`src/core/dud_defs.svh`:
```
/*
 * Register indices, field positions, reset values and counts for the
 * dual-channel upset detector. Assumes a 32-bit APB slave whose byte address
 * is four times the register index.
 */
`ifndef DUD_DEFS_SVH
`define DUD_DEFS_SVH

`define DUD_IDX_LINK_EN 10'h200
`define DUD_IDX_MODE 10'h201
`define DUD_IDX_CTRL 10'h300
`define DUD_IDX_OSC_SEL 10'h301
`define DUD_IDX_ALARM_STATUS 10'h302
`define DUD_IDX_ALARM_MASK 10'h303
`define DUD_IDX_ALM_SUMMARY 10'h304

`define DUD_RST_LINK_EN 1'h1
`define DUD_RST_MODE 8'h02
`define DUD_RST_CTRL 6'h00
`define DUD_RST_OSC_SEL 4'h0
`define DUD_RST_MASK 2'h0

`define DUD_CTRL_PD_A 0
`define DUD_CTRL_PD_B 1
`define DUD_CTRL_GLOBAL_PD 2
`define DUD_CTRL_SYNC_SRC 3
`define DUD_CTRL_SEL_MODE 4
`define DUD_CTRL_CAL_SEL 5
`define DUD_CTRL_W 6

`define DUD_ALM_OSC 0
`define DUD_ALM_CLK 1
`define DUD_ALM_W 2
`define DUD_STAT_SYNCED 4

`define DUD_MODE_DDC_LO 8'h0A
`define DUD_MODE_DDC_HI 8'h0F

`endif

```
`src/core/dud_pkg.sv`:
```
/*
 * Types shared by the upset detector files. Assumes nothing of its
 * surroundings.
 */
package dud_pkg;
    typedef enum logic [1:0] {
        DUD_SYNC_OFF,
        DUD_SYNC_WAIT,
        DUD_SYNC_DONE
    } dud_sync_e;

    typedef logic [9:0] dud_idx_t;
endpackage

```
`src/core/dud_cmp.sv`:
```
/*
 * Sticky mismatch detector: compares two equal-width values whenever
 * sample_en is high and latches any difference until cleared.
 * Assumes an asynchronously asserted active-low reset from the top.
 */
`timescale 1ns/100ps
module dud_cmp #(
    parameter int W = 32
) (
    input wire logic sys_clk,
    input wire logic rst_n,
    input wire logic sample_en,
    input wire logic [W-1:0] val_a,
    input wire logic [W-1:0] val_b,
    input wire logic clear,
    output logic flag
);
    logic flag_q;
    logic flag_d;

    always_comb begin
        flag_d = flag_q;
        if (clear) begin
            flag_d = 1'b0;
        end
        // A mismatch in the clearing cycle wins over the clear
        if (sample_en && (val_a != val_b)) begin
            flag_d = 1'b1;
        end
    end

    always_ff @(posedge sys_clk or negedge rst_n) begin
        if (!rst_n) begin
            flag_q <= 1'b0;
        end else begin
            flag_q <= flag_d;
        end
    end

    assign flag = flag_q;
endmodule

```
`src/core/dud_top.sv`:
```
/*
 * Dual-channel upset detector: lockstep comparison of the channel A and B
 * oscillator phase accumulators and internal clock states, sticky alarms,
 * alarm mask and summary, oscillator sync sequencing, APB register file.
 * Assumes the datapath presents both channels' accumulators and clock
 * states synchronous to sys_clk, which is the device clock.
 */
// Design decision made here: the APB interface to the registers.
// Summary of operation
// Compare all A and B oscillator accumulators each cycle; any difference sets osc alarm.
// Osc alarm stays set until software writes one to it.
// Software programs matching A and B phase and frequency words per index.
// Channel B may pick another oscillator index than A; detection stays on.
// Osc detection counts only after sync from system reference or lane alignment start.
// Software follows the link-off, configure, link-on, sync, clear, monitor order.
// After changing words while running, software repeats sync, clear, monitor.
// After global power-down, software repeats sync, clear, monitor.
// Compare A and B internal clocks every half-rate cycle; difference sets clock alarm (code: only with link on, both channels up, no global power-down).
// Clock alarm stays set until software writes one to it.
// Leaving global power-down may set clock alarm; software clears it.
// Oscillators never run in single-channel interleaved mode.
// Each alarm sets its sticky status bit; unmasked ones show in the summary.
// Calibration status output shows alarms when its selector picks them.
// Writing zero leaves alarm bits; a mismatch during a clear keeps the bit.
`timescale 1ns/100ps
`include "dud_defs.svh"
module dud_top #(
    parameter int NOSC = 4,
    parameter int ACC_W = 32,
    parameter int CLK_W = 8
) (
    input wire logic sys_clk,
    input wire logic nrst,
    input wire logic psel,
    input wire logic penable,
    input wire logic pwrite,
    input wire logic [11:0] paddr,
    input wire logic [31:0] pwdata,
    output logic [31:0] prdata,
    output logic pready,
    output logic pslverr,
    input wire logic [NOSC*ACC_W-1:0] chan_a_phase_acc,
    input wire logic [NOSC*ACC_W-1:0] chan_b_phase_acc,
    input wire logic [CLK_W-1:0] chan_a_clk_state,
    input wire logic [CLK_W-1:0] chan_b_clk_state,
    input wire logic sysref_pulse,
    input wire logic ilas_start,
    input wire logic pd_pin,
    input wire logic des_mode,
    input wire logic cal_done,
    input wire logic [1:0] chan_a_osc_select_pins,
    input wire logic [1:0] chan_b_osc_select_pins,
    output logic [1:0] chan_a_osc_sel,
    output logic [1:0] chan_b_osc_sel,
    output logic osc_run,
    output logic osc_sync_pulse,
    output logic serial_link_enable,
    output logic [7:0] serial_format_mode,
    output logic chan_a_power_down,
    output logic chan_b_power_down,
    output logic global_power_down,
    output logic alarm_irq,
    output logic cal_status_output
);
    generate
        if (NOSC < 1 || NOSC > 4) begin : g_bad_nosc
            $error("NOSC must be 1 to 4 for a two-bit select");
        end
        if (ACC_W < 1 || CLK_W < 1) begin : g_bad_width
            $error("Accumulator and clock widths must be positive");
        end
    endgenerate

    // Reset release through two flops
    logic rst_meta_q;
    logic rst_n;
    always_ff @(posedge sys_clk or negedge nrst) begin
        if (!nrst) begin
            rst_meta_q <= 1'b0;
            rst_n <= 1'b0;
        end else begin
            rst_meta_q <= 1'b1;
            rst_n <= rst_meta_q;
        end
    end

    // Register state
    logic link_en_q;
    logic link_en_d;
    logic [7:0] mode_q;
    logic [7:0] mode_d;
    logic [`DUD_CTRL_W-1:0] ctrl_q;
    logic [`DUD_CTRL_W-1:0] ctrl_d;
    logic [3:0] osc_sel_reg_q;
    logic [3:0] osc_sel_reg_d;
    logic [`DUD_ALM_W-1:0] mask_q;
    logic [`DUD_ALM_W-1:0] mask_d;
    logic [31:0] prdata_q;
    logic [31:0] prdata_d;
    dud_pkg::dud_sync_e sync_q;
    dud_pkg::dud_sync_e sync_d;

    logic [`DUD_ALM_W-1:0] alarm_status_bits;
    logic [`DUD_ALM_W-1:0] alm_clear;
    logic alm_summary;
    dud_pkg::dud_idx_t idx;
    logic setup_ph;
    logic wr_acc;
    logic mapped;

    assign idx = paddr[11:2];
    assign setup_ph = psel && !penable;
    assign wr_acc = psel && penable && pwrite;

    always_comb begin
        mapped = 1'b1;
        if (idx == `DUD_IDX_LINK_EN) begin
            mapped = 1'b1;
        end else if (idx == `DUD_IDX_MODE) begin
            mapped = 1'b1;
        end else if (idx == `DUD_IDX_CTRL) begin
            mapped = 1'b1;
        end else if (idx == `DUD_IDX_OSC_SEL) begin
            mapped = 1'b1;
        end else if (idx == `DUD_IDX_ALARM_STATUS) begin
            mapped = 1'b1;
        end else if (idx == `DUD_IDX_ALARM_MASK) begin
            mapped = 1'b1;
        end else if (idx == `DUD_IDX_ALM_SUMMARY) begin
            mapped = 1'b1;
        end else begin
            mapped = 1'b0;
        end
    end

    // Zero-wait slave; read data is captured in the setup cycle
    assign pready = 1'b1;
    assign pslverr = psel && penable && !mapped;

    always_comb begin
        link_en_d = link_en_q;
        mode_d = mode_q;
        ctrl_d = ctrl_q;
        osc_sel_reg_d = osc_sel_reg_q;
        mask_d = mask_q;
        alm_clear = '0;
        if (wr_acc) begin
            if (idx == `DUD_IDX_LINK_EN) begin
                link_en_d = pwdata[0];
            end else if (idx == `DUD_IDX_MODE) begin
                mode_d = pwdata[7:0];
            end else if (idx == `DUD_IDX_CTRL) begin
                ctrl_d = pwdata[`DUD_CTRL_W-1:0];
            end else if (idx == `DUD_IDX_OSC_SEL) begin
                osc_sel_reg_d = pwdata[3:0];
            end else if (idx == `DUD_IDX_ALARM_STATUS) begin
                alm_clear = pwdata[`DUD_ALM_W-1:0];
            end else if (idx == `DUD_IDX_ALARM_MASK) begin
                mask_d = pwdata[`DUD_ALM_W-1:0];
            end
        end
    end

    always_comb begin
        prdata_d = prdata_q;
        if (setup_ph && !pwrite) begin
            prdata_d = 32'h00000000;
            if (idx == `DUD_IDX_LINK_EN) begin
                prdata_d[0] = link_en_q;
            end else if (idx == `DUD_IDX_MODE) begin
                prdata_d[7:0] = mode_q;
            end else if (idx == `DUD_IDX_CTRL) begin
                prdata_d[`DUD_CTRL_W-1:0] = ctrl_q;
            end else if (idx == `DUD_IDX_OSC_SEL) begin
                prdata_d[3:0] = osc_sel_reg_q;
            end else if (idx == `DUD_IDX_ALARM_STATUS) begin
                prdata_d[`DUD_ALM_W-1:0] = alarm_status_bits;
                prdata_d[`DUD_STAT_SYNCED] = (sync_q == dud_pkg::DUD_SYNC_DONE);
            end else if (idx == `DUD_IDX_ALARM_MASK) begin
                prdata_d[`DUD_ALM_W-1:0] = mask_q;
            end else if (idx == `DUD_IDX_ALM_SUMMARY) begin
                prdata_d[0] = alm_summary;
            end
        end
    end

    always_ff @(posedge sys_clk or negedge rst_n) begin
        if (!rst_n) begin
            link_en_q <= `DUD_RST_LINK_EN;
            mode_q <= `DUD_RST_MODE;
            ctrl_q <= `DUD_RST_CTRL;
            osc_sel_reg_q <= `DUD_RST_OSC_SEL;
            mask_q <= `DUD_RST_MASK;
            prdata_q <= 32'h00000000;
        end else begin
            link_en_q <= link_en_d;
            mode_q <= mode_d;
            ctrl_q <= ctrl_d;
            osc_sel_reg_q <= osc_sel_reg_d;
            mask_q <= mask_d;
            prdata_q <= prdata_d;
        end
    end

    assign prdata = prdata_q;

    // Mode and power decode
    logic ddc_mode;
    logic pd_any_global;
    logic both_chan_up;
    logic osc_active;
    assign ddc_mode = (mode_q >= `DUD_MODE_DDC_LO) && (mode_q <= `DUD_MODE_DDC_HI);
    assign pd_any_global = ctrl_q[`DUD_CTRL_GLOBAL_PD] || pd_pin;
    assign both_chan_up = !ctrl_q[`DUD_CTRL_PD_A] && !ctrl_q[`DUD_CTRL_PD_B];
    // Interleaved mode blocks the down-converters whatever the mode number says
    assign osc_active = ddc_mode && !des_mode && both_chan_up && !pd_any_global;
    assign osc_run = osc_active;

    // Oscillator sync sequencing; any stop of the oscillators forces a fresh sync
    logic sync_pulse_q;
    logic sync_pulse_d;
    logic sync_evt;
    assign sync_evt = ctrl_q[`DUD_CTRL_SYNC_SRC] ? ilas_start : sysref_pulse;

    always_comb begin
        sync_d = sync_q;
        sync_pulse_d = 1'b0;
        case (sync_q)
            dud_pkg::DUD_SYNC_OFF: begin
                if (osc_active && link_en_q) begin
                    sync_d = dud_pkg::DUD_SYNC_WAIT;
                end
            end
            dud_pkg::DUD_SYNC_WAIT: begin
                if (!osc_active || !link_en_q) begin
                    sync_d = dud_pkg::DUD_SYNC_OFF;
                end else if (sync_evt) begin
                    sync_d = dud_pkg::DUD_SYNC_DONE;
                    sync_pulse_d = 1'b1;
                end
            end
            dud_pkg::DUD_SYNC_DONE: begin
                // Leaving via power-down drops sync so the host must redo it
                if (!osc_active || !link_en_q) begin
                    sync_d = dud_pkg::DUD_SYNC_OFF;
                end
            end
            default: begin
                sync_d = dud_pkg::DUD_SYNC_OFF;
            end
        endcase
    end

    always_ff @(posedge sys_clk or negedge rst_n) begin
        if (!rst_n) begin
            sync_q <= dud_pkg::DUD_SYNC_OFF;
            sync_pulse_q <= 1'b0;
        end else begin
            sync_q <= sync_d;
            sync_pulse_q <= sync_pulse_d;
        end
    end

    assign osc_sync_pulse = sync_pulse_q;

    // Oscillator index selection: register or pins, each channel its own
    logic [1:0] sel_a_q;
    logic [1:0] sel_a_d;
    logic [1:0] sel_b_q;
    logic [1:0] sel_b_d;

    always_comb begin
        if (ctrl_q[`DUD_CTRL_SEL_MODE]) begin
            sel_a_d = osc_sel_reg_q[1:0];
            sel_b_d = osc_sel_reg_q[3:2];
        end else begin
            sel_a_d = chan_a_osc_select_pins;
            sel_b_d = chan_b_osc_select_pins;
        end
    end

    always_ff @(posedge sys_clk or negedge rst_n) begin
        if (!rst_n) begin
            sel_a_q <= 2'h0;
            sel_b_q <= 2'h0;
        end else begin
            sel_a_q <= sel_a_d;
            sel_b_q <= sel_b_d;
        end
    end

    assign chan_a_osc_sel = sel_a_q;
    assign chan_b_osc_sel = sel_b_q;

    // Half-rate enable for the clock comparison
    logic half_en_q;
    logic half_en_d;
    assign half_en_d = !half_en_q;
    always_ff @(posedge sys_clk or negedge rst_n) begin
        if (!rst_n) begin
            half_en_q <= 1'b0;
        end else begin
            half_en_q <= half_en_d;
        end
    end

    // The whole accumulator bank is compared, not only the selected one,
    // so a different channel B index does not blind the check
    logic osc_cmp_en;
    logic clk_cmp_en;
    assign osc_cmp_en = (sync_q == dud_pkg::DUD_SYNC_DONE);
    assign clk_cmp_en = half_en_q && link_en_q && both_chan_up && !pd_any_global;

    dud_cmp #(
        .W(NOSC*ACC_W)
    ) u_osc_cmp (
        .sys_clk(sys_clk),
        .rst_n(rst_n),
        .sample_en(osc_cmp_en),
        .val_a(chan_a_phase_acc),
        .val_b(chan_b_phase_acc),
        .clear(alm_clear[`DUD_ALM_OSC]),
        .flag(alarm_status_bits[`DUD_ALM_OSC])
    );

    dud_cmp #(
        .W(CLK_W)
    ) u_clk_cmp (
        .sys_clk(sys_clk),
        .rst_n(rst_n),
        .sample_en(clk_cmp_en),
        .val_a(chan_a_clk_state),
        .val_b(chan_b_clk_state),
        .clear(alm_clear[`DUD_ALM_CLK]),
        .flag(alarm_status_bits[`DUD_ALM_CLK])
    );

    // Summary, interrupt and calibration status pin
    logic irq_q;
    logic irq_d;
    logic cal_q;
    logic cal_d;
    assign alm_summary = |(alarm_status_bits & ~mask_q);

    always_comb begin
        irq_d = alm_summary;
        cal_d = ctrl_q[`DUD_CTRL_CAL_SEL] ? alm_summary : cal_done;
    end

    always_ff @(posedge sys_clk or negedge rst_n) begin
        if (!rst_n) begin
            irq_q <= 1'b0;
            cal_q <= 1'b0;
        end else begin
            irq_q <= irq_d;
            cal_q <= cal_d;
        end
    end

    assign alarm_irq = irq_q;
    assign cal_status_output = cal_q;

    assign serial_link_enable = link_en_q;
    assign serial_format_mode = mode_q;
    assign chan_a_power_down = ctrl_q[`DUD_CTRL_PD_A];
    assign chan_b_power_down = ctrl_q[`DUD_CTRL_PD_B];
    assign global_power_down = pd_any_global;
endmodule

```
`config.mk`:
```
export PLATFORM = sky130hd
export DESIGN_NAME = dud_top
export DESIGN_NICKNAME = d
export VERILOG_FILES = /design/src/core/dud_pkg.sv /design/src/core/dud_cmp.sv /design/src/core/dud_top.sv
export VERILOG_INCLUDE_DIRS = /design/src /design/src/core
export SDC_FILE = /design/constraint.sdc
export NUM_CORES = 1
export LEC_CHECK = 0
export BUFFER_PORTS_ARGS = -buffer_cell sky130_fd_sc_hd__buf_4
export CORE_AREA = 4 4 147 149
export CTS_BUF_LIST = sky130_fd_sc_hd__clkbuf_4
export CTS_CLUSTER_DIAMETER = 50
export CTS_CLUSTER_SIZE = 25
export DETAILED_ROUTE_END_ITERATION = 12
export DIE_AREA = 0 0 151 153
export HOLD_SLACK_MARGIN = 0.05
export PLACE_DENSITY_LB_ADDON = 0.05
export SYNTH_ARGS = -nofsm -noshare
export SYNTH_HDL_FRONTEND = slang
export SYNTH_HIERARCHICAL = 1
export SYNTH_SLANG_ARGS = --single-unit
```
`constraint.sdc`:
```
create_clock -name sys_clk -period 1.4 [get_ports sys_clk]
set_input_delay 0.14 -clock sys_clk [delete_from_list [all_inputs] [get_ports sys_clk]]
set_output_delay 0.14 -clock sys_clk [all_outputs]
set_load 0.005 [all_outputs]
```
==> Yosys cells after proc, flatten, opt, wreduce, memory -nomap -nowiden <==
Cells that the tools add are included.
{ "classes": {"order_cmp": 2, "eq_ne": 14, "n_mux": 43, "n_bitwise": 7, "reduce_logical": 38} }
{ "op_table": {"columns": ["cell", "count"], "rows": [
  ["$ne A128 B128 Y1", 1],
  ["$eq A10 B10 Y1 const B", 7],
  ["$mux W2", 16],
  ["$mux W1", 23],
  ["$logic_and A1 B1 Y1", 16],
  ["$logic_not A1 Y1", 10],
  ["$ge A8 B4 Y1 const B", 1],
  ["$le A8 B4 Y1 const B", 1],
  ["$ne A8 B8 Y1", 1],
  ["$mux W7", 1],
  ["$reduce_and A7 Y1", 1],
  ["$mux W6", 1],
  ["$pmux W2 S3", 1],
  ["$reduce_and A3 Y1", 2],
  ["$mux W5", 1],
  ["$not A1 Y1", 5],
  ["$reduce_and A5 Y1", 1],
  ["$ne A2 B2 Y1 const B", 2],
  ["$reduce_and A4 Y1", 1],
  ["$reduce_bool A2 Y1", 2],
  ["$ne A3 B3 Y1 const B", 1],
  ["$and A2 B2 Y2", 1],
  ["$eq A2 B1 Y1 const B", 1],
  ["$eq A2 B2 Y1 const B", 1],
  ["5 further kinds", 6]
]} }
{ "totals": {"reg_bits": 43, "input_bits": 330, "output_inout_bits": 54, "word_cells": 121} }

==> Logic depth before layout (Yosys ltp) <==
{ "depth": {"depth_word": 10, "ltp_mapped": 6, "depth_no_buf": 6} }

==> Modules after synthesis <==
The synthesis kept the hierarchy.
{ "modules_own_cells": {"columns": ["module", "n_inst", "cells_each", "area_per_inst_um2", "seq_area_each_um2"], "rows": [
  ["dud_top", 1, 190, 2114.5, 1028.5],
  ["dud_cmp (u_osc_cmp)", 1, 174, 1428.9, 25.0],
  ["dud_cmp (u_clk_cmp)", 1, 14, 121.4, 25.0]
]} }

==> Least setup slack after synthesis <==
Ideal clock, no wire load.
{ "synth_path": {"kind": "input to register", "startpoint": "in paddr[9]", "endpoint": "reg osc_sel_reg_q[0]", "setup_time_ps": 125, "arrival_time_ps": 1981, "required_ps": 1275, "path_slack_ps": -706, "path_stages": 5, "n_path_buf": 1, "path_cell_list": "or4b_4 > or4_4 > buf_6 > or3_4 > mux2_4"} }
{ "synth_between": {"elab_chain_cells": 3, "elab_cells_between_ends": 8, "cone_classes": "eq/ne (4); bitwise (3); reduce/logical (1)"} }
{ "synth_rtl": {"columns": ["element", "line_no", "text"], "rows": [
  ["from (decl)", "dud_top.sv:37", "input wire logic [11:0] paddr,"],
  ["$eq A10 B10 Y1 (no line)", null, null],
  ["$not A1 Y1 (no line)", null, null],
  ["$reduce_and A5 Y1 (no line) *", null, null],
  ["to (signal assigned)", "dud_top.sv:192", "osc_sel_reg_q <= `DUD_RST_OSC_SEL;"],
  ["to (signal assigned)", "dud_top.sv:199", "osc_sel_reg_q <= osc_sel_reg_d;"],
  ["to (decl)", "dud_top.sv:94", "logic [3:0] osc_sel_reg_q;"]
]} }
Every way passes the cells marked *; elsewhere a longest branch is shown, timed or not.
A chain may end at the register's enable or synchronous reset.

==> Worst setup path in the final report <==
{ "layout_path": {"startpoint": "reg ctrl_q[1]", "endpoint": "out osc_run"} }
{ "layout_between": {"elab_chain_cells": 4} }
{ "layout_rtl": {"columns": ["element", "line_no", "text"], "rows": [
  ["from (decl)", "dud_top.sv:92", "logic [`DUD_CTRL_W-1:0] ctrl_q;"],
  ["from (signal assigned)", "dud_top.sv:191", "ctrl_q <= `DUD_RST_CTRL;"],
  ["from (signal assigned)", "dud_top.sv:198", "ctrl_q <= ctrl_d;"],
  ["$logic_not A1 Y1", "dud_top.sv:214", "assign both_chan_up = !ctrl_q[`DUD_CTRL_PD_A] && !ctrl_q[`DUD_CTRL_PD_B];"],
  ["$logic_and A1 B1 Y1", "dud_top.sv:214", null],
  ["$logic_and A1 B1 Y1 (2 in a row)", "dud_top.sv:216", "assign osc_active = ddc_mode && !des_mode && both_chan_up && !pd_any_global;"],
  ["to (decl)", "dud_top.sv:55", "output logic osc_run,"]
]} }
Every way passes these cells.

==> flow_summary.yaml <==
outcome:
  status: "complete, but fails checks"
  failed_checks: "negative setup slack"
sta:
  period_share_pct: 126.9
  fin_ws_ps: -376.9
  timing.fmax_mhz: 562.8
  hold_violations: 0
  setup_viol: 35
  hold_slack_ps: 59.87
  rsz0062_at_grt: "true"
  report.final.slew_viol_count: 0
  fin_crit_ps: 1777
  finClkSkew_ps: 16.47
placed_design:
  port_buffers: 332
  gp_congestion: 0.8095
  dp_hpwl_um: 16830
  dp_cells: 1011
  postPlaceCellArea_mm2: 0.006746
hold_path:
  hold_start: "paddr[7]"
  hp-class: "input port to flip-flop"
power:
  vdd_drop_max_v: 0.0002129
  leakagePower_nw: 3.354
  powerDensity_mw_per_mm2: 446.4
  power_mw: 3.266
logic_synthesis:
  synth.cell_area_mm2: 0.003665
  synth_top_family_by_area: "XOR/XNOR gates"
  synth_compound_area_share_pct: 5.189
  synthXorXnorAreaFrac_pct: 32.50
  syn_inst: 378
  ys_seq_elements: 43
  synth-adder-area-share_pct: 0
  async_reset_ff_share_pct: 100.0
  syn_avg_cell_area_um2: 9.695
  synth_ff_type: "dfrtp_1"
  synthMuxAreaShare_pct: 9.013
  seq_area_frac_synth_pct: 29.43
  synth-edff-count: 0
  yosysUniqueCellTypes: 45
  synth-simple-area-share_pct: 16.83
  synth_warnings: 6
clocking:
  cts_tree: "done"
  insertion_delay_ps: 370
  htreeDepth: 2
  cts_buffer_depth: 2
  cts_sinks: 43
  clockRootBuffer: "clkbuf_4"
  clk_pin_slew_ps: 140
  cts_buffers: 5
setup_path:
  required_ps: 1260
  worstPathArrival_ps: 1640
  reg2reg_from: "ctrl_q[1]"
  crit_start: "ctrl_q[1]"
  critPathMaxFanout: 2
  cp-end-kind: "primary output"
  critPathLaunchType: "flip-flop"
  path_class: "flip-flop to primary output"
routing:
  ant_nets: 0
  drc: 0
  vias: 4158
  drtIter0Drc: 81
  wl_um: 18470
  avgRoutedWirePerCell_um: 17.65
  first_pass_iters: 4
  vias_per_cell: 3.975
final_layout:
  drive_gt1_share_pct: 58.63
  syn_to_final_growth_pct: 99.62
  fin_nets: 1105
  fin_area_mm2: 0.007316
  stdcell_count: 1046
  num_antenna_cells: 0
  final_util_pct: 36.27
  fillers: 2129
global_routing:
  gr-total-overflow: 0
  grt_pass1_wl_um: 26450
  grt_pass1_vias: 4686
  grt_max_degree: 42
  grt_use_total_pct: 15.09
  antenna_found_initial: 0
floorplan:
  rows: 52
  die_y_um: 153
  core_area_mm2: 0.02017
  die_width_um: 151
  dieArea_mm2: 0.02310
  initial_core_util_pct: 18.17
  pin_count: 384
flow_run:
  drv_cap: 0
cell usage in the layout (no fill, tap or decap), types with 3 or more instances in the layout:
cell type        n
and3_4           4
buf_12           3
buf_4          361
buf_6           19
clkbuf_4         5
conb_1          26
dfrtp_1         41
dlygate4sd3_1   14
inv_1            7
mux2_2           8
mux2_4          20
nand2_1         14
nand4_1         37
nor2_1           8
nor2_4           3
nor2b_1          3
nor3_4           3
nor4_1           7
nor4_4           4
o21ai_1          7
xnor2_1        136
registers in the layout (all words and copies together) (netlist names):
register            cells
serial_link_enable      1
ctrl_q                  6
osc_sel_reg_q           4
sync_q                  2
serial_format_mode      8
cal_status_output       1
mask_q                  2
alarm_irq               1
rst_n                   1
prdata                  8
chan_b_osc_sel          2
rst_meta_q              1
half_en_q               1
u_osc_cmp/flag          1
chan_a_osc_sel          2
u_clk_cmp/flag          1
osc_sync_pulse          1
path summary, 6_finish.rpt:
check | to | slack, ps | cells past startpoint
worst max-delay path | osc_run | -380 | 6
worst min-delay path | prdata[0] | 60 | 4
worst max register to register | sync_q[0] | -80 | 7
worst min register to register | half_en_q | 270 | 1
max in group asynchronous | rst_meta_q | 670 | 3
min in group asynchronous | half_en_q | 270 | 1
timing repair:
| item | CTS | global route |
|---|---|---|
| endpoints found under the setup margin | 37 | 38 |
| hold endpoints to repair | 21 | 0 |
| buffers inserted | 8 | 11 |
| pin swaps | 15 | 12 |
| hold buffers | 14 | 0 |
| resized for setup | 49 | 20 |
cells in the mapped netlist (3+ instances only):
cell      count  area share (%)
xnor2_1     136              33
and3_1        5            0.85
nor4_1       11             1.9
dfrtp_1      41              28
mux2_4        4             1.6
nor2_1       12             1.2
nand4_1      37             6.3
o21ai_1       4            0.55
nor2b_1       3            0.51
inv_1         7            0.72
buf_4        25             5.1
nor3_1        3            0.41
mux2_2       24             7.4
nand2_1      17             1.7
o21ai_0       6            0.82
clkbuf_1      4            0.41
cell families after synthesis:
family | after synthesis
xor gates and xnor gates | 136
muxes | 28
buffers and inverters | 39
other | 2
AOI/OAI and AO/OA | 28
DFF | 43
and+or+nand+nor | 102
per-layer routing:
metal,vias to the layer above,wire (µm),GRT usage (%)
met4,0,334,3.411
met2,169,9865,28.41
met5,-,0,0
met1,1897,6375,15.21
met3,18,1890,6.426
li1,2074,-,-
critical path, cell delays in order (launching register included):
cell and delay [ps]:
dfrtp_1 410, nor4_2 240, buf_4 170, nand2_4 50, nor4_4 170, buf_4 160
buf_6 80
layout make-up:
cell class / count / area [µm²] / share of cell area (%)
Clock buffer: 5 / 37.54 / 0.5131
Clock inverter: 3 / 15.01 / 0.2052
Inverter: 7 / 26.28 / 0.3592
Multi-Input combinational cell: 320 / 2681 / 36.65
Sequential cell: 43 / 1079 / 14.74
Tap cell: 270 / 337.8 / 4.618
Timing Repair Buffer: 398 / 3139 / 42.91
where the power goes:
group	switching [mW]	total (mW)	internal [mW]
Clock	0.437	0.621	0.185
Sequential	0.00724	1.26	1.26
Combinational	0.466	1.38	0.915
Total	0.910	3.27	2.36
per-stage QoR:
step                TNS (ps)  setup WS, ps
floorplan             -16000        -670.9
global placement      -22270        -814.9
detailed placement    -22960        -847.9
CTS                   -10800        -546.8
global route          -10870        -485.3
finish                 -9801        -376.9
No activity file was read; power rests on OpenSTA's default activity.
